--- src/rip_pkg.sv ---
/*
 * Package for the reset and interrupt priority controller: register byte
 * addresses, field positions, reset values, source identities and carriers.
 * Assumes a 32-bit Avalon-MM register bus with byte addressing.
 */
package rip_pkg;

    ////////////////////////////////////////////////////////////////////////////
    // Register byte addresses
    localparam logic [15:0] ADDR_PRIO_MISC = 16'h103c;  // priority_and_mode_misc
    localparam logic [15:0] ADDR_SYS_CTRL  = 16'h1040;  // System and watchdog controls
    localparam logic [15:0] ADDR_SER_CTRL  = 16'h1044;  // Serial and peripheral-serial controls
    localparam logic [15:0] ADDR_ARB_STAT  = 16'h1048;  // Arbitration status, read only

    // priority_and_mode_misc field positions
    localparam int BIT_BOOT_ROM = 7;
    localparam int BIT_SPECIAL_MODE_BIT     = 6;
    localparam int BIT_MODE_A   = 5;
    localparam int BIT_VIS      = 4;

    // System control field positions
    localparam int BIT_WD_RATE  = 0;  // Two bits
    localparam int BIT_CLK_MON  = 2;
    localparam int BIT_START_DL = 3;
    localparam int BIT_IRQ_EDGE = 4;
    localparam int BIT_CONV_PU  = 5;
    localparam int BIT_NVM_PROG = 6;
    localparam int BIT_WD_DIS   = 7;  // Read only, captured at reset

    // Reset values, reserved selector and vector high bytes
    localparam logic [3:0] PSEL_RESET    = 4'h6;
    localparam logic [3:0] PSEL_RESERVED = 4'h5;
    localparam logic [1:0] WD_RATE_RESET = 2'h0;
    localparam logic [7:0] BAUD_RESET    = 8'h04;
    localparam logic [7:0] VEC_HI_NORMAL = 8'hff;
    localparam logic [7:0] VEC_HI_SPEC   = 8'hbf;

    // Avalon response codes
    localparam logic [1:0] RESP_OKAY   = 2'h0;
    localparam logic [1:0] RESP_SLVERR = 2'h2;

    // Number of maskable sources
    localparam int NUM_MASKABLE = 15;

    ////////////////////////////////////////////////////////////////////////////
    // Every reset and interrupt source, no-winner first
    typedef enum logic [4:0] {
        SRC_NONE, SRC_POWER_ON, SRC_CLK_MON, SRC_WATCHDOG, SRC_NMI_PIN,
        SRC_ILLEGAL_OP, SRC_SOFT_TRAP, SRC_IRQ, SRC_RTI, SRC_CAP1, SRC_CAP2,
        SRC_CAP3, SRC_CMP1, SRC_CMP2, SRC_CMP3, SRC_CMP4, SRC_CAP4_CMP5,
        SRC_TIMER_OVF, SRC_ACC_OVF, SRC_ACC_EDGE, SRC_PSERIAL, SRC_SERIAL
    } rip_src_t;

    // Non-maskable requests, in priority order
    typedef struct packed {
        logic power_on;
        logic clk_mon_fail;
        logic watchdog_timeout;
        logic nmi_pin;
        logic illegal_op;
        logic soft_trap;
    } rip_nmi_req_t;

    // Winner handed to the CPU core
    typedef struct packed {
        logic     valid;
        logic     is_reset;
        rip_src_t source;
        logic [15:0] vector;
    } rip_winner_t;

    // Reset-state controls driven to the peripherals
    typedef struct packed {
        logic       watchdog_run;
        logic [1:0] watchdog_rate;
        logic       clock_monitor_enable;
        logic       startup_delay_enable;
        logic       converter_power_up;
        logic       nvm_prog_enable;
        logic       read_visibility;
        logic       eclk_pin_enable;
    } rip_sys_ctrl_t;

    typedef struct packed {
        logic [7:0] baud;
        logic       irq_enables;   // All serial interrupt enables
        logic       tx_enable;
        logic       rx_enable;
        logic       nine_bit_char;
        logic       send_break;
        logic       rx_wakeup;
        logic       tx_empty_flag;
        logic       tx_complete_flag;
        logic       rx_flags;      // Full, idle, overrun, noise, framing, parity, active
        logic       pserial_enable;
    } rip_ser_ctrl_t;

endpackage
--- src/rip_ctrl.sv ---
/*
 * Reset-state initialisation and reset / interrupt priority resolution.
 * Assumes: one 20 MHz clock, synchronous active-high rst, inputs synchronous
 * to clock, an Avalon-MM master with waitrequest, and a CPU core that samples
 * the registered winner and fetches its vector at an instruction boundary.
 */
// Decided for this implementation: the Avalon-MM interface to the registers.
`timescale 1ns/1ps

module rip_ctrl
    import rip_pkg::*;
#(
    parameter int NUM_SRC = NUM_MASKABLE  // Maskable source count
)
(
    // Clock and reset
    input  wire logic                    clock,
    input  wire logic                    rst,
    // Avalon-MM register slave
    input  wire logic [15:0]             address,
    input  wire logic                    read,
    input  wire logic                    write,
    input  wire logic [31:0]             writedata,
    input  wire logic [3:0]              byteenable,
    output logic      [31:0]             readdata,
    output logic      [1:0]              response,
    output logic                         waitrequest,
    // Mode pins and nonvolatile watchdog configuration
    input  wire logic                    mode_pin_a,
    input  wire logic                    mode_pin_b,
    input  wire logic                    watchdog_disable,
    // CPU core side
    input  wire logic                    cpu_i_mask,
    input  wire logic                    cpu_x_mask,
    input  wire logic                    irq_ack,
    output rip_winner_t                  winner,
    // Request lines
    input  wire rip_nmi_req_t            nmi_req,
    input  wire logic                    irq_pin_n,
    input  wire logic [NUM_SRC-1:0]      mask_req,
    input  wire logic [NUM_SRC-1:0]      mask_en,
    // Controls to peripherals
    output rip_sys_ctrl_t                sys_ctrl,
    output rip_ser_ctrl_t                ser_ctrl
);

    ////////////////////////////////////////////////////////////////////////////
    // Elaboration check: priority decode assumes exactly fifteen sources
    if (NUM_SRC != NUM_MASKABLE)
    begin : g_bad_count
        $error("rip_ctrl supports only fifteen maskable sources");
    end

    ////////////////////////////////////////////////////////////////////////////
    // Decode helpers

    // Priority field to default-order index
    function automatic logic [3:0] psel_to_index(input logic [3:0] psel);
        logic [3:0] idx;
        idx = 4'h0;
        unique case (psel)
            4'h0: idx = 4'ha;            // Timer overflow
            4'h1: idx = 4'hb;            // Accumulator overflow
            4'h2: idx = 4'hc;            // Accumulator edge
            4'h3: idx = 4'hd;            // Peripheral serial
            4'h4: idx = 4'he;            // Serial system
            4'h5: idx = 4'h0;            // Reserved acts as IRQ
            4'h6: idx = 4'h0;            // IRQ
            4'h7: idx = 4'h1;            // Real-time
            default: idx = psel - 4'h6;  // Captures and compares
        endcase
        return idx;
    endfunction

    // Default-order index to source identity
    function automatic rip_src_t index_to_src(input logic [3:0] idx);
        return rip_src_t'(5'(SRC_IRQ) + {1'b0, idx});
    endfunction

    // Source to fixed vector low byte, never touched by promotion
    function automatic logic [7:0] vector_low(input rip_src_t src);
        logic [7:0] v;
        v = 8'h00;
        unique case (src)
            SRC_POWER_ON:   v = 8'hfe;
            SRC_CLK_MON:    v = 8'hfc;
            SRC_WATCHDOG:   v = 8'hfa;
            SRC_ILLEGAL_OP: v = 8'hf8;
            SRC_SOFT_TRAP:  v = 8'hf6;
            SRC_NMI_PIN:    v = 8'hf4;
            SRC_IRQ:        v = 8'hf2;
            SRC_RTI:        v = 8'hf0;
            SRC_CAP4_CMP5:  v = 8'he0;
            SRC_TIMER_OVF:  v = 8'hde;
            SRC_ACC_OVF:    v = 8'hdc;
            SRC_ACC_EDGE:   v = 8'hda;
            SRC_PSERIAL:    v = 8'hd8;
            SRC_SERIAL:     v = 8'hd6;
            SRC_NONE:       v = 8'h00;
            // Captures 1-3 and compares 1-4 step down by two
            default:        v = 8'hee - 8'({3'(5'(src) - 5'(SRC_CAP1)), 1'b0});
        endcase
        return v;
    endfunction

    ////////////////////////////////////////////////////////////////////////////
    // Register state
    logic [3:0] psel;            // Promoted source selector
    logic       boot_rom_read;   // Boot ROM visible
    logic       special_mode_bit;
    logic       mode_a_bit;
    logic       read_visibility_eclk_ctrl;
    logic [1:0] wd_rate;         // Watchdog rate
    logic       clk_mon_en;
    logic       start_delay;
    logic       irq_edge_mode;   // Zero: level sensitive
    logic       conv_pu;
    logic       nvm_prog;
    logic       wd_disabled;     // Captured watchdog disable
    logic [7:0] baud;
    logic [6:0] ser_bits;        // Serial control bits, see ser_ctrl
    logic       ack;             // Bus answer cycle
    logic       wr_go;           // Write takes effect now
    logic       rd_go;           // Read data being captured
    logic       irq_edge_seen;   // Latched IRQ falling edge
    logic       irq_pin_q;       // Previous IRQ pin level

    ////////////////////////////////////////////////////////////////////////////
    // Avalon handshake: every access gets exactly one wait cycle.
    // Costs one cycle but keeps read data from flip-flops.
    always_ff @(posedge clock)
    begin
        if (rst)
            ack <= 1'b0;
        else
            ack <= (read | write) & ~ack;
    end

    assign waitrequest = (read | write) & ~ack;
    assign wr_go       = write & ack;
    assign rd_go       = read & ~ack;

    // Byte lane 0 carries the priority and system control fields
    logic wr_low;
    assign wr_low = wr_go & byteenable[0];

    ////////////////////////////////////////////////////////////////////////////
    // Priority and mode register.
    // Synchronous reset samples the pins on every reset cycle, so the value
    // held is the one present at the last clock edge before reset is released.
    always_ff @(posedge clock)
    begin
        if (rst)
        begin
            special_mode_bit          <= ~mode_pin_b;
            mode_a_bit                <= mode_pin_a;
            boot_rom_read             <= ~mode_pin_b & ~mode_pin_a;
            read_visibility_eclk_ctrl <= ~mode_pin_b & mode_pin_a;
        end
        else if (wr_low && address == ADDR_PRIO_MISC)
        begin
            read_visibility_eclk_ctrl <= writedata[BIT_VIS];
            // Mode bits change only while in a special mode
            if (special_mode_bit)
            begin
                special_mode_bit <= writedata[BIT_SPECIAL_MODE_BIT];
                mode_a_bit       <= writedata[BIT_MODE_A];
                boot_rom_read    <= writedata[BIT_BOOT_ROM] & writedata[BIT_SPECIAL_MODE_BIT];
            end
        end
        else if (!special_mode_bit)
            boot_rom_read <= 1'b0;
    end

    // Selector, guarded by the global mask against races
    always_ff @(posedge clock)
    begin
        if (rst)
            psel <= PSEL_RESET;
        else if (wr_low && address == ADDR_PRIO_MISC && cpu_i_mask)
            psel <= writedata[3:0];
    end

    ////////////////////////////////////////////////////////////////////////////
    // System controls
    always_ff @(posedge clock)
    begin
        if (rst)
        begin
            wd_rate       <= WD_RATE_RESET;
            clk_mon_en    <= 1'b0;
            start_delay   <= 1'b1;
            irq_edge_mode <= 1'b0;
            conv_pu       <= 1'b0;
            nvm_prog      <= 1'b0;
            wd_disabled   <= watchdog_disable;
        end
        else if (wr_low && address == ADDR_SYS_CTRL)
        begin
            wd_rate       <= writedata[BIT_WD_RATE +: 2];
            clk_mon_en    <= writedata[BIT_CLK_MON];
            start_delay   <= writedata[BIT_START_DL];
            irq_edge_mode <= writedata[BIT_IRQ_EDGE];
            conv_pu       <= writedata[BIT_CONV_PU];
            nvm_prog      <= writedata[BIT_NVM_PROG];
        end
    end

    ////////////////////////////////////////////////////////////////////////////
    // Serial and peripheral-serial controls, same reset in every mode
    always_ff @(posedge clock)
    begin
        if (rst)
        begin
            baud     <= BAUD_RESET;
            ser_bits <= 7'h00;
        end
        else if (wr_go && address == ADDR_SER_CTRL)
        begin
            if (byteenable[0])
                baud <= writedata[7:0];
            if (byteenable[1])
                ser_bits <= writedata[14:8];
        end
    end

    // Status flags stand at their reset values until the serial core runs
    logic tx_flags;
    always_ff @(posedge clock)
    begin
        if (rst)
            tx_flags <= 1'b1;
        else
            tx_flags <= tx_flags;
    end

    ////////////////////////////////////////////////////////////////////////////
    // External IRQ: level by default, optional falling-edge latch.
    // A new edge in the acknowledge cycle keeps the latch set.
    always_ff @(posedge clock)
    begin
        if (rst)
        begin
            irq_pin_q     <= 1'b1;
            irq_edge_seen <= 1'b0;
        end
        else
        begin
            irq_pin_q <= irq_pin_n;
            if (irq_pin_q && !irq_pin_n)
                irq_edge_seen <= 1'b1;
            else if (irq_ack)
                irq_edge_seen <= 1'b0;
        end
    end

    ////////////////////////////////////////////////////////////////////////////
    // Maskable arbitration
    logic [NUM_SRC-1:0] pending;      // Enabled and unmasked
    logic [3:0]         promoted;     // Index of promoted source
    logic [3:0]         first_idx;    // Lowest pending index
    logic               any_pending;

    always_comb
    begin
        // IRQ has no local enable
        pending[0] = irq_edge_mode ? irq_edge_seen : ~irq_pin_n;
        pending[NUM_SRC-1:1] = mask_req[NUM_SRC-1:1] & mask_en[NUM_SRC-1:1];
        if (cpu_i_mask)
            pending = '0;
    end

    assign promoted    = psel_to_index(psel);
    assign any_pending = |pending;

    // Lowest index wins by default
    always_comb
    begin
        first_idx = 4'h0;
        for (int i = NUM_SRC - 1; i >= 0; i--)
        begin
            if (pending[i])
                first_idx = 4'(i);
        end
    end

    ////////////////////////////////////////////////////////////////////////////
    // Overall winner, non-maskable first
    rip_src_t next_source;

    always_comb
    begin
        if (nmi_req.power_on)
            next_source = SRC_POWER_ON;
        else if (nmi_req.clk_mon_fail && clk_mon_en)
            next_source = SRC_CLK_MON;
        else if (nmi_req.watchdog_timeout && !wd_disabled)
            next_source = SRC_WATCHDOG;
        else if (nmi_req.nmi_pin && !cpu_x_mask)
            next_source = SRC_NMI_PIN;
        else if (nmi_req.illegal_op)
            next_source = SRC_ILLEGAL_OP;
        else if (nmi_req.soft_trap)
            next_source = SRC_SOFT_TRAP;
        else if (pending[promoted])
            next_source = index_to_src(promoted);
        else if (any_pending)
            next_source = index_to_src(first_idx);
        else
            next_source = SRC_NONE;
    end

    // Registered every cycle for the core
    always_ff @(posedge clock)
    begin
        if (rst)
            winner <= '0;
        else
        begin
            winner.valid    <= (next_source != SRC_NONE);
            winner.is_reset <= (next_source == SRC_POWER_ON) || (next_source == SRC_CLK_MON)
                               || (next_source == SRC_WATCHDOG);
            winner.source   <= next_source;
            winner.vector   <= {(special_mode_bit ? VEC_HI_SPEC : VEC_HI_NORMAL),
                                vector_low(next_source)};
        end
    end

    ////////////////////////////////////////////////////////////////////////////
    // Read data and response, captured in the wait cycle
    always_ff @(posedge clock)
    begin
        if (rst)
        begin
            readdata <= 32'h0000_0000;
            response <= RESP_OKAY;
        end
        else if (rd_go)
        begin
            response <= RESP_OKAY;
            unique case (address)
                ADDR_PRIO_MISC: readdata <= {24'h00_0000, boot_rom_read, special_mode_bit,
                                             mode_a_bit, read_visibility_eclk_ctrl, psel};
                ADDR_SYS_CTRL:  readdata <= {24'h00_0000, wd_disabled, nvm_prog, conv_pu,
                                             irq_edge_mode, start_delay, clk_mon_en, wd_rate};
                ADDR_SER_CTRL:  readdata <= {17'h0_0000, ser_bits, baud};
                ADDR_ARB_STAT:  readdata <= {winner.vector, 6'h00, winner.valid,
                                             winner.is_reset, 3'h0, winner.source};
                default:
                begin
                    // Unmapped: zero data and slave error
                    readdata <= 32'h0000_0000;
                    response <= RESP_SLVERR;
                end
            endcase
        end
    end

    ////////////////////////////////////////////////////////////////////////////
    // Control outputs
    always_comb
    begin
        sys_ctrl.watchdog_run         = ~wd_disabled;
        sys_ctrl.watchdog_rate        = wd_rate;
        sys_ctrl.clock_monitor_enable = clk_mon_en;
        sys_ctrl.startup_delay_enable = start_delay;
        sys_ctrl.converter_power_up   = conv_pu;
        sys_ctrl.nvm_prog_enable      = nvm_prog;
        // Expanded: internal reads shown on the bus
        sys_ctrl.read_visibility      = mode_a_bit & read_visibility_eclk_ctrl;
        // Single-chip and bootstrap: set bit stops the E clock pin
        sys_ctrl.eclk_pin_enable      = mode_a_bit | ~read_visibility_eclk_ctrl;
    end

    always_comb
    begin
        ser_ctrl.baud             = baud;
        ser_ctrl.irq_enables      = ser_bits[0];
        ser_ctrl.tx_enable        = ser_bits[1];
        ser_ctrl.rx_enable        = ser_bits[2];
        ser_ctrl.nine_bit_char    = ser_bits[3];
        ser_ctrl.send_break       = ser_bits[4];
        ser_ctrl.rx_wakeup        = ser_bits[5];
        ser_ctrl.pserial_enable   = ser_bits[6];
        ser_ctrl.tx_empty_flag    = tx_flags;
        ser_ctrl.tx_complete_flag = tx_flags;
        ser_ctrl.rx_flags         = ~tx_flags;
    end

endmodule // rip_ctrl

--- config.mk ---
export PLATFORM = sky130hd
export DESIGN_NAME = rip_ctrl
export DESIGN_NICKNAME = d
export VERILOG_FILES = /design/src/rip_pkg.sv /design/src/rip_ctrl.sv
export SDC_FILE = /design/constraint.sdc
export NUM_CORES = 1
export LEC_CHECK = 0
export ABC_AREA = 1
export BUFFER_PORTS_ARGS = -buffer_cell sky130_fd_sc_hd__clkbuf_2
export CAP_MARGIN = 20
export CORE_UTILIZATION = 44
export CTS_CLUSTER_DIAMETER = 60
export DETAILED_ROUTE_END_ITERATION = 7
export PLACE_DENSITY = 0.83
export RECOVER_POWER = 25
export SYNTH_ARGS = -nofsm -noshare
export SYNTH_HDL_FRONTEND = slang
export SYNTH_SLANG_ARGS = --single-unit
--- constraint.sdc ---
create_clock -name clock -period 3.6 [get_ports clock]
set_input_delay 0.9 -clock clock [delete_from_list [all_inputs] [get_ports clock]]
set_output_delay 0.9 -clock clock [all_outputs]
set_load 0.01 [all_outputs]
**Word level (Yosys, flattened, before mapping)**

Cells that the tools add are included.

- Register bits: 91
- Input port bits: 99
- Output and inout bits: 85

- Add/sub/neg operators: 5
- Order comparisons: 1
- Equal/unequal tests: 27
- Muxes and demuxes: 46
- Bitwise gates (word level): 17
- Reductions and logical operators: 26

Operators with widths:

| cell | number |
|---|---|
| $pmux 32 s4 | 1 |
| $pmux 8 s15 | 1 |
| $eq 16x13->1 const B | 4 |
| $mux 4 | 15 |
| $mux 5 | 8 |
| $eq 5x5->1 const B | 6 |
| $pmux 4 s7 | 1 |
| $eq 5x3->1 const B | 4 |
| $eq 4x3->1 const B | 4 |
| $mux 1 | 16 |
| $mux 15 | 1 |
| $reduce_or 15->1 | 1 |
| $and 14x14->14 | 1 |
| $add 3x4->5 const A | 2 |
| $eq 5x2->1 const B | 2 |
| $and 1x1->1 | 8 |
| $eq 4x2->1 const B | 2 |
| $logic_and 1x1->1 | 8 |
| $reduce_and 2->1 | 4 |
| $mux 7 | 1 |
| $sub 6x5->7 const A | 1 |
| $not 1->1 | 6 |
| $reduce_bool 2->1 | 3 |
| $eq 5x1->1 const B | 1 |
| other kinds (17) | 21 |

**Logic depth before layout (Yosys ltp)**

Gate-level depths: netlist of run 1.

- Depth after elaboration: 30
- Gate-level depth with buffers: 33
- Mapped depth without buffers: 33

**Least setup slack after synthesis of run 1**

OpenSTA, ideal clock, no wires.

- Path type: input -> register
- Start: in cpu_i_mask
- End: reg winner[1] (netlist name)
- Setup time: 115 ps
- Arrival: 3523 ps
- Setup slack: -38 ps
- Stages on the path: 21
- Cells stage by stage: inv_2 > buf_2 > nand3_1 > o21ai_0 > a21oi_1 > o21ai_0 > nand2_1 > ha_1 > o21ai_0 > o211ai_1 > a21oi_1 > inv_1 > ha_1 > inv_1 > nand2_1 > o2111ai_2 > nand2_1 > nor2_4 > nand3_1 > nand2_1 > nor2_1

- Word-level cells in the longest chain between the ends: 27
- Elaborated cells on any way between the ends: 46
- Classes of those cells: add/sub: 3; eq/ne: 14; mux: 27; reduce/logical: 2

RTL lines:

| element | line | text |
|---|---|---|
| start, declared | rip_ctrl.sv:33 | `input wire logic cpu_i_mask,` |
| $mux 15 * | rip_ctrl.sv:269 | `if (cpu_i_mask)` |
| $mux 4 (15 in a row) | rip_ctrl.sv:282 | `if (pending[i])` |
| $add 3x4->5 | rip_ctrl.sv:77 | `return rip_src_t'(5'(SRC_IRQ) + {1'b0, idx});` |
| $mux 5 | rip_ctrl.sv:307 | `else if (any_pending)` |
| $mux 5 * | rip_ctrl.sv:305 | `else if (pending[promoted])` |
| $mux 5 * | rip_ctrl.sv:303 | `else if (nmi_req.soft_trap)` |
| $mux 5 * | rip_ctrl.sv:301 | `else if (nmi_req.illegal_op)` |
| $mux 5 * | rip_ctrl.sv:299 | `else if (nmi_req.nmi_pin && !cpu_x_mask)` |
| $mux 5 * | rip_ctrl.sv:297 | `else if (nmi_req.watchdog_timeout && !wd_disabled)` |
| $mux 5 * | rip_ctrl.sv:295 | `else if (nmi_req.clk_mon_fail && clk_mon_en)` |
| $mux 5 * | rip_ctrl.sv:293 | `if (nmi_req.power_on)` |
| named net next_source[1] | rip_ctrl.sv:289 | `rip_src_t next_source;` |
| $eq 5x5->1 (tied with other cells) | rip_ctrl.sv:84 | `unique case (src)` |
| $pmux 8 s15 * | rip_ctrl.sv:84 |  |
| end, declared | rip_ctrl.sv:36 | `output rip_winner_t winner,` |

The timed path passes the listed nets; every way through them passes the cells marked *. The select of a mux whose other input is x is not followed.
A chain may end at the register's enable or synchronous reset.

**Worst setup path in the final report of run 1**

- Start: reg psel[0]
- End: reg winner[4] (netlist name)

- Word-level cells in the longest chain between the ends: 15
- Elaborated cells on any way between the ends: 39
- Classes of those cells: add/sub: 4; eq/ne: 21; mux: 11; reduce/logical: 3

RTL lines:

| element | line | text |
|---|---|---|
| start, declared | rip_ctrl.sv:108 | `logic [3:0] psel;` |
| start signal, assigned | rip_ctrl.sv:181 | `psel <= writedata[3:0];` |
| parallel branches: the longest is 2 deep, another holds $sub 4x3->4 | -- |  |
| $pmux 4 s7 * | rip_ctrl.sv:61 | `unique case (psel)` |
| $bmux 1 s4 | rip_ctrl.sv:305 |  |
| $mux 1 (implied by the code) | rip_ctrl.sv:305 |  |
| $mux 5 * | rip_ctrl.sv:305 |  |
| $mux 5 * | rip_ctrl.sv:303 |  |
| $mux 5 * | rip_ctrl.sv:301 |  |
| $mux 5 * | rip_ctrl.sv:299 |  |
| $mux 5 * | rip_ctrl.sv:297 |  |
| $mux 5 * | rip_ctrl.sv:295 |  |
| $mux 5 * | rip_ctrl.sv:293 |  |
| named net next_source[1] | rip_ctrl.sv:289 |  |
| $sub 3x1->3 | rip_ctrl.sv:101 | `default: v = 8'hee - 8'({3'(5'(src) - 5'(SRC_CAP1)), 1'b0});` |
| $sub 6x5->7 | rip_ctrl.sv:101 |  |
| $pmux 8 s15 * | rip_ctrl.sv:84 |  |

Mark *: on every way through the listed nets, which the timed path passes. The select of a mux whose other input is x is not followed.

==> impl_metrics.tcl, run 1 <==
set metrics [dict create \
    outcome "completed" \
    report.power.total_mw 1.867 \
    hold_viol_final 0 \
    synth_common_cells "nand2_1 (132), inv_1 (77), nand3_1 (73), dfxtp_1 (68), a21oi_1 (50)" \
    hpwl_um 9375 \
    crit_path_start_kind "register" \
    p_per_area_mw_per_mm2 303.8 \
    routed_via_density 5.176 \
    hold_slack_ns 0.4593 \
    grt_start_max_net_pins 44 \
    grt_antenna_before_repair 0 \
    synth_seq_cells 73 \
    arrival_ns 3.67 \
    gpl.final_weighted_congestion 0.9220 \
    die-height_um 102.7 \
    area.growth.synth_to_final_pct 37.75 \
    synth_area_mm2 0.004462 \
    r2r_slack_ns 0.17 \
    critical_path.most_common_cell "nand2_2" \
    num-nets-final 940 \
    worst_setup_path_end_kind "register" \
    detailedRoute.firstIterationViolations 257 \
    cts-root-to-sink-buffers 2 \
    port-buffer-count 155 \
    syn_inst 644 \
    vdd.ir_drop.worst_mv 0.1675 \
    timing.max_cap.violations 0 \
    num_vias 5016 \
    fp-row-count 36 \
    crit_path_max_incr_delay_ns 0.39 \
    vias_in_the_first_global_route 4341 \
    post_drt_wl_per_cell_um 13.89 \
    timing.hold.worst.class "reg -> reg" \
    clkLatencyLatePin_ns 0.34 \
    critical_path_required_ns 3.83 \
    tritoncts_buffers 9 \
    synth-edff-count 5 \
    fp.dieArea_mm2 0.01055 \
    std_cell_core_area_mm2 0.009819 \
    clock_root_buffer_master "clkbuf_8" \
    antenna-diode-count 0 \
    static-leakage-power_nw 2.820 \
    worstMarginPinSlew_ns 0.8012 \
    timing_worst_setup_path_type "reg -> reg" \
    postRouteWirelength_um 13460 \
    yosys_warnings 0 \
    post_cts_hold_buffers 0 \
    netlist-cell-type-count 51 \
    synth-async-reset-ratio 0 \
    clock_sinks 73 \
    slowest_stage "dfxtp_4" \
    top_level_ports 184 \
    worst_slew_margin_rel 0.4626 \
    antenna_violating_nets_post_route 0 \
    die-width_um 102.7 \
    synth_top_cell_area_share 0.3051 \
    setup_viol 0 \
    drive_above_1_share 0.3636 \
    worst_clock_skew_ns 0.005538 \
    timing.final.crit_period_ns 3.433 \
    cts.htree.levels 3 \
    yosysSeqAreaShare 0.3388 \
    synth_most_common_cell "nand2_1" \
    max_clock_freq_ghz 0.2913 \
    synthFlopType "dfxtp_1" \
    pre_antenna_drt_iters 5 \
    final.fill_count 924 \
    post_synth.cell_area_avg_um2 6.928 \
    grt_pass1_wl_um 19510 \
    final-max-slew-violation-count 0 \
    drc_errors 0 \
    globalRouteTotalUtil 0.2352 \
    critPathMaxFanout 9 \
    tritoncts "yes" \
    main_area_contributors_after_synthesis "dfxtp_1 (31%), nand2_1 (11%), nand3_1 (8.2%)" \
    global_route.overflow_total 0 \
    initial_util 0.4544 \
    yosys.area.top_type "dfxtp_1" \
    clkSlewWorstSetupHoldPaths_ns 0.08 \
    post-route-period-util 0.9535 \
]
-- worst paths after layout --
check / start / to / cells past startpoint
worst max register to register: psel[0] / winner[4] / 25
worst max-delay path: psel[0] / winner[4] / 25
worst min-delay path: ser_bits[4] / ser_bits[4] / 2
worst min register to register: ser_bits[4] / ser_bits[4] / 2
-- timing repair --
item / CTS / global route
endpoints found under the setup margin: 5 / 8
pin swaps: 9 / 38
resized for setup: 14 / 92
setup buffers: 4 / 13
-- state kept, by name, summed over array words and instances, names as in the netlist, 2 cells and up --
signal    flops
winner       15
readdata     23
psel          4
ser_bits      7
baud          8
wd_rate       2
-- power breakdown --
part	switching (mW)	internal (mW)	leakage [nW]
Clock	0.314	0.295	0.0911
Sequential	0.0159	0.839	0.604
Combinational	0.232	0.170	2.12
Total	0.563	1.30	2.82
-- cell type report --
| type | count | area [um2] | share of cell area |
|---|---|---|---|
| clock buffer | 11 | 152.6 | 0.02484 |
| tap | 133 | 166.4 | 0.02708 |
| timing repair buffer | 214 | 1201 | 0.1954 |
| multi-input combinational | 443 | 2714 | 0.4416 |
| sequential | 73 | 1519 | 0.2472 |
| clock inverter | 5 | 37.54 | 0.006107 |
| inverter | 90 | 355.3 | 0.05782 |
-- per-stage QoR --
| stage | TNS (ns) | area [um2] | setup slack, ns | util | instances |
|---|---|---|---|---|---|
| 6_report | 0 | 6146 | 0.1674 | 0.6259 | 969 |
| 4_1_cts | 0 | 5733 | 0.009440 | 0.5838 | 956 |
| 3_5_place_dp | -2.009 | 5473 | -0.4051 | 0.5573 | 936 |
| 2_1_floorplan | 0 | 4484 | 0.001575 | - | 649 |
| 3_3_place_gp | -1.377 | 5473 | -0.2894 | 0.5573 | 936 |
| 5_1_grt | -0.1710 | 6146 | -0.05841 | 0.6259 | 969 |
-- layout by cell type (no fill, tap or decap), types with 9 or more instances in the layout --
master / synthesis / routed
clkbuf_1: 14 / 36
o21ai_0: 36 / 31
nand2_1: 132 / 116
buf_4: 25 / 52
nand2_4: 5 / 10
nand3_2: 6 / 17
clkbuf_8: 0 / 9
a21oi_1: 50 / 47
nand3_1: 73 / 59
nor2_2: 3 / 9
o22ai_1: 11 / 11
inv_1: 77 / 68
dfxtp_1: 68 / 66
nand2_2: 6 / 15
clkbuf_2: 0 / 119
inv_2: 12 / 15
nor2_1: 42 / 35
nand4_1: 9 / 9
-- worst max-delay path: cells and delay by family (launching register included) --
family / cells / cell delay [ns]
buffers and inverters: 5 / 0.50
AND/OR/NAND/NOR: 13 / 1.32
adder cells (fa/ha/maj): 2 / 0.35
AO/OA/AOI/OAI: 5 / 0.76
flip-flops: 1 / 0.39
-- cells by family (layout without fill, tap and decap cells) --
logic type / after synthesis / after routing / share of synthesized area
AND/OR/NAND/NOR: 306 / 306 / 0.3368
AO/OA/AOI/OAI: 118 / 118 / 0.1542
buffers and inverters: 133 / 320 / 0.1366
flip-flops: 73 / 73 / 0.3388
adder cells (fa/ha/maj): 10 / 10 / 0.02804
XOR/XNOR: 2 / 2 / 0.003927
other: 2 / 7 / 0.001683
-- layer usage --
layer | part of all wire | vias to the layer above | GRT usage
li1 | - | 2488 | -
met1 | 0.41 | 2297 | 0.2814
met2 | 0.51 | 199 | 0.4272
met3 | 0.062 | 32 | 0.03525
met4 | 0.022 | 0 | 0.08022
met5 | 0 | - | 0
Power figures use the tool's default switching activity.
==> run 2, diff against run 1 <==
--- a/config.mk
+++ b/config.mk
@@ -11,7 +11,7 @@
 export CORE_UTILIZATION = 44
 export CTS_CLUSTER_DIAMETER = 60
 export DETAILED_ROUTE_END_ITERATION = 7
-export PLACE_DENSITY = 0.83
+export PLACE_DENSITY = 0.77
 export RECOVER_POWER = 25
 export SYNTH_ARGS = -nofsm -noshare
 export SYNTH_HDL_FRONTEND = slang
==> impl_metrics.tcl, run 2 (synthesis gave the netlist of run 1 again) <==
set metrics [dict create \
    outcome "completed" \
    die-width_um 102.7 \
    switch_share 0.2854 \
    worstHoldEndpoint "ser_bits[2]" \
    internal-power_mw 1.366 \
    post_cts_hold_buffers 0 \
    routed_via_density 5.034 \
    globalRouteTotalUtil 0.2304 \
    timing.final.crit_period_ns 3.481 \
    critPathMaxFanout 5 \
    worst_setup_path_end_kind "register" \
    postRouteWirelength_um 12870 \
    final_cell_count_no_fill 973 \
    port-buffer-count 155 \
    final_common_cell "clkbuf_2" \
    power.sequential.fraction 0.447 \
    crit_path_start_kind "register" \
    drc_errors 0 \
    p_sw_uw 545.8 \
    cts.htree.levels 3 \
    arrival_ns 3.73 \
    cts-root-to-sink-buffers 2 \
    r2r_slack_ns 0.12 \
    critical_path_required_ns 3.84 \
    worst_clock_skew_ns 0.01281 \
    worstMarginPinSlew_ns 0.7249 \
    pre_antenna_drt_iters 4 \
    detailedRoute.firstIterationViolations 203 \
    clockPowerShare 0.355 \
    timing.max_cap.violations 0 \
    clkSlewWorstSetupHoldPaths_ns 0.08 \
    timing.hold.worst.class "reg -> reg" \
    gpl.final_weighted_congestion 0.9143 \
    layout_top_registers "readdata x23, winner x15, baud x8" \
    grt_pass1_wl_um 18950 \
    post-route-period-util 0.9669 \
    drive_above_1_share 0.3631 \
    top_level_ports 184 \
    area.growth.synth_to_final_pct 38.61 \
    ff2ff_path_depth 26 \
    clkLatencyLatePin_ns 0.35 \
    static-leakage-power_nw 2.852 \
    num-nets-final 944 \
    initial_util 0.4544 \
    post_drt_wl_per_cell_um 13.23 \
    global_route.overflow_total 0 \
    timing_worst_setup_path_type "reg -> reg" \
    tritoncts_buffers 9 \
    hold_viol_final 0 \
    tritoncts "yes" \
    antenna-diode-count 0 \
    std_cell_core_area_mm2 0.009819 \
    tns_ns 0 \
    num_vias 4898 \
    mostFrequentLayoutCells "clkbuf_2 (122), nand2_1 (119), inv_1 (70), dfxtp_1 (66), nand3_1 (57)" \
    max_clock_freq_ghz 0.2873 \
    final-max-slew-violation-count 0 \
    die-height_um 102.7 \
    grt_antenna_before_repair 0 \
    crit-reg2reg-capture "winner[1]" \
    fp-row-count 36 \
    worst_r2r_startpoint "psel[0]" \
    setup_viol 0 \
    dp_cells 935 \
    whs_path_depth 2 \
    antenna_violating_nets_post_route 0 \
    flip_flop_count_of_the_largest_register_after_layout 23 \
    largest_register "readdata" \
    clock_sinks 73 \
    p_per_area_mw_per_mm2 309.1 \
    grt_start_max_net_pins 44 \
    fp.dieArea_mm2 0.01055 \
    vdd.ir_drop.worst_mv 0.1924 \
    worst_hold_startpoint "ser_bits[2]" \
    worst_slew_margin_rel 0.5162 \
    rsz0062_at_grt "true" \
    hpwl_um 9204 \
    vias_in_the_first_global_route 4053 \
    clock_root_buffer_master "clkbuf_8" \
    pwr-share-comb 0.198 \
]
[run 2: area by class of cell]
type                    instances  area (um2)
clock buffers                  11       152.6
clock inverters                 5       60.06
fillers                       932        3635
inverters                      90       352.8
multi-input cells             444        2684
flip-flops and latches         73        1519
well taps                     133       166.4
repair buffers                217        1250
[run 2: how the worst max path moves through the flow]
stage / startpoint / cells past startpoint / endpoint
after floorplan: cpu_i_mask / 24 / winner[1]
after global placement: cpu_i_mask / 23 / winner[1]
after detailed placement: cpu_i_mask / 23 / winner[1]
after CTS: psel[0] / 27 / winner[1]
after global routing: psel[0] / 26 / winner[2]
final: psel[0] / 26 / winner[1]
[run 2: through the flow]
stage / area, um2 / power (mW) / hold slack (ns) / worst slack, ns / util
after floorplan: 4484 / 1.076 / 0.4340 / 0.001575 / -
after global placement: 5465 / 1.209 / 0.4442 / -0.2992 / 0.5566
after detailed placement: 5465 / 1.212 / 0.4544 / -0.3376 / 0.5566
after CTS: 5732 / 1.887 / 0.4662 / 0.001912 / 0.5837
after global routing: 6185 / 2.011 / 0.4859 / -0.1166 / 0.6298
final: 6185 / 1.912 / 0.4635 / 0.1191 / 0.6298
[run 2: timing repair]
action	CTS	global route
pin swaps	7	36
endpoints found under the hold margin	0	0
setup endpoints to repair	5	8
gates resized for setup	9	89
setup buffers	5	16
gates cloned	0	1
[run 2: per-layer routing]
| metal | vias to the layer above | routed length (um) | GRT usage |
|---|---|---|---|
| met5 | - | 0 | 0 |
| met2 | 180 | 6390 | 0.4005 |
| li1 | 2482 | - | - |
| met3 | 13 | 836 | 0.04203 |
| met1 | 2223 | 5508 | 0.2875 |
| met4 | 0 | 139 | 0.07363 |
[run 2: power by group through the flow]
stage | clock network, mW | logic (mW) | registers, mW
6_report | 0.679 | 0.379 | 0.854
3_3_place_gp | 0 | 0.334 | 0.874
2_1_floorplan | 0 | 0.196 | 0.880
3_5_place_dp | 0 | 0.338 | 0.875
5_1_grt | 0.731 | 0.423 | 0.857
4_1_cts | 0.686 | 0.345 | 0.856
[run 2: worst max-delay path, stage by stage, from the launching register on]
cell	delay, ns
dfxtp_4	0.39
inv_4	0.06
ha_4	0.18
o21ai_4	0.26
nand2_1	0.12
inv_2	0.07
nand2_4	0.08
nand2_4	0.12
buf_12	0.11
nand3_1	0.09
nand3_2	0.11
nand3_4	0.09
buf_6	0.13
nand3_2	0.08
o21ai_2	0.05
o211ai_1	0.21
a21oi_2	0.10
buf_4	0.15
ha_4	0.16
inv_2	0.05
nand2_2	0.08
o2111ai_4	0.22
nand2_2	0.11
nor2_4	0.16
nand3_2	0.08
nand2_1	0.06
nor2_1	0.06
==> run 3, diff against run 2 <==
--- a/config.mk
+++ b/config.mk
@@ -8,10 +8,12 @@
 export ABC_AREA = 1
 export BUFFER_PORTS_ARGS = -buffer_cell sky130_fd_sc_hd__clkbuf_2
 export CAP_MARGIN = 20
-export CORE_UTILIZATION = 44
+export CELL_PAD_IN_SITES_DETAIL_PLACEMENT = 0
+export CELL_PAD_IN_SITES_GLOBAL_PLACEMENT = 1
+export CORE_UTILIZATION = 30
 export CTS_CLUSTER_DIAMETER = 60
 export DETAILED_ROUTE_END_ITERATION = 7
-export PLACE_DENSITY = 0.77
+export PLACE_DENSITY_LB_ADDON = 0.1
 export RECOVER_POWER = 25
 export SYNTH_ARGS = -nofsm -noshare
 export SYNTH_HDL_FRONTEND = slang
==> constraint.sdc (replaced) <==
create_clock -name clock -period 3.1 [get_ports clock]
set_input_delay 0.775 -clock clock [delete_from_list [all_inputs] [get_ports clock]]
set_output_delay 0.775 -clock clock [all_outputs]
set_load 0.01 [all_outputs]
==> impl_metrics.tcl, run 3 (synthesis gave the netlist of run 1 again) <==
set metrics [dict create \
    num-nets-final 977 \
    max_clock_freq_ghz 0.2888 \
    timing_worst_setup_path_type "reg -> reg" \
    static-leakage-power_nw 3.046 \
    tritoncts_buffers 9 \
    area.growth.synth_to_final_pct 47.67 \
    global_route.usage.met1 0.2397 \
    worstMarginPinSlew_ns 0.7526 \
    global_route.peak_usage_layer "met2" \
    worst_clock_skew_ns 0.008925 \
    post_cts_hold_buffers 0 \
    worst_setup_path_end_kind "register" \
    tritoncts "yes" \
    timing.hold.worst.class "reg -> reg" \
    routed_via_density 4.663 \
    globalRouteTotalUtil 0.1856 \
    worst_hold_startpoint "ser_bits[2]" \
    critical_path_required_ns 3.33 \
    critPathMaxFanout 6 \
    pre_antenna_drt_iters 5 \
    final.fill_count 1572 \
    layout_setup_ws_ns -0.3632 \
    die-width_um 124.0 \
    fin_area_mm2 0.006589 \
    p_per_area_mw_per_mm2 391.3 \
    mostFrequentLayoutCells "clkbuf_2 (121), nand2_1 (115), buf_4 (91), inv_1 (70), dfxtp_1 (66)" \
    violations "setup timing" \
    fp-row-count 44 \
    worst_slew_margin_rel 0.4977 \
    layout_top_registers "readdata x23, winner x15, baud x8" \
    timing.final.crit_period_ns 3.463 \
    std_cell_core_area_mm2 0.01453 \
    grt_pass1_wl_um 21840 \
    dp_cells 1014 \
    grt_antenna_before_repair 0 \
    timing.max_cap.violations 0 \
    vdd.ir_drop.worst_mv 0.2258 \
    antenna_violating_nets_post_route 0 \
    fp.dieArea_mm2 0.01536 \
    drive_above_1_share 0.3860 \
    setup_viol 8 \
    hold_viol_final 0 \
    gr-usage-met3 0.03297 \
    worst-path-buf-inv 7 \
    final_common_cell "clkbuf_2" \
    postRouteWirelength_um 14270 \
    flip_flop_count_of_the_largest_register_after_layout 23 \
    arrival_ns 3.69 \
    clkLatencyLatePin_ns 0.34 \
    post_drt_wl_per_cell_um 13.50 \
    crit_family "simple AND/OR/NAND/NOR gates" \
    gpl.final_weighted_congestion 0.8587 \
    global_route.usage.met2 0.3115 \
    num_vias 4929 \
    top_level_ports 184 \
    crit_path_max_incr_delay_ns 0.40 \
    hpwl_um 10740 \
    global_route.overflow_total 0 \
    final_cell_count_no_fill 1057 \
    drc_errors 0 \
    rsz0062_at_grt "true" \
    vias_in_the_first_global_route 4640 \
    clkSlewWorstSetupHoldPaths_ns 0.06 \
    antenna-diode-count 0 \
    report.power.total_mw 2.578 \
    post-route-period-util 1.117 \
    detailedRoute.firstIterationViolations 241 \
    largest_register "readdata" \
    final-max-slew-violation-count 0 \
    clock_sinks 73 \
    outcome "complete, but fails checks" \
    initial_util 0.3070 \
    worst_r2r_startpoint "psel[0]" \
    crit_path_start_kind "register" \
    worstSetupStartpoint "psel[0]" \
    place_ws_ns -0.6717 \
    cts.htree.levels 3 \
    cts-root-to-sink-buffers 2 \
    slowest_stage "dfxtp_4" \
    die-height_um 124.0 \
    port-buffer-count 155 \
    placement.cell_area_mm2 0.005816 \
    clock_root_buffer_master "clkbuf_16" \
    grt_start_max_net_pins 44 \
]
-- run 3: tightest hold or removal path, delay by kind of cell, from the launching register on --
kind	cells	cell delay, ns
flip-flops	1	0.32
AO/OA/AOI/OAI	1	0.05
buffers and inverters	1	0.05
-- run 3: worst paths after layout --
check / slack (ns) / endpoint / cells past startpoint
min reg2reg: 0.46 / ser_bits[2] / 2
min: 0.46 / ser_bits[2] / 2
max: -0.36 / winner[2] / 27
max reg2reg: -0.36 / winner[2] / 27
-- run 3: layout make-up --
class,instances,area [um2],share of cell area
clock buffer,10,250.2,0.03798
sequential,73,1519,0.2305
clock inverter,6,72.57,0.01101
inverter,90,350.3,0.05317
timing repair buffer,251,1481,0.2248
tap,184,230.2,0.03494
multi-input combinational,443,2685,0.4075
-- run 3: layer usage --
layer  vias up  wire [um]  part of all wire
met2       128       6640              0.47
met5         -          0                 0
met3        17        688             0.048
met4         0        229             0.016
met1      2230       6711              0.47
li1       2554          -                 -
-- run 3: stage by stage --
step                        util  TNS, ns  hold slack [ns]
after floorplan                -  -0.6552           0.4340
after global placement    0.4001   -4.513           0.4481
after detailed placement  0.4001   -4.716           0.4531
after CTS                 0.4463   -1.631           0.4623
after global routing      0.4533   -4.534           0.4850
final                     0.4533   -2.154           0.4598
-- run 3: what timing repair did --
| action | 4_1_cts | 5_1_grt |
|---|---|---|
| buffers inserted | 16 | 11 |
| gates resized for setup | 48 | 18 |
| pin swaps | 41 | 20 |
| setup endpoints to repair | 8 | 8 |
| gates cloned | 0 | 0 |
-- run 3: where the power goes --
part / switching (mW) / total, mW / internal, mW
combinational: 0.265 / 0.470 / 0.205
clock: 0.432 / 1.11 / 0.682
sequential: 0.0179 / 0.994 / 0.976
total: 0.715 / 2.58 / 1.86
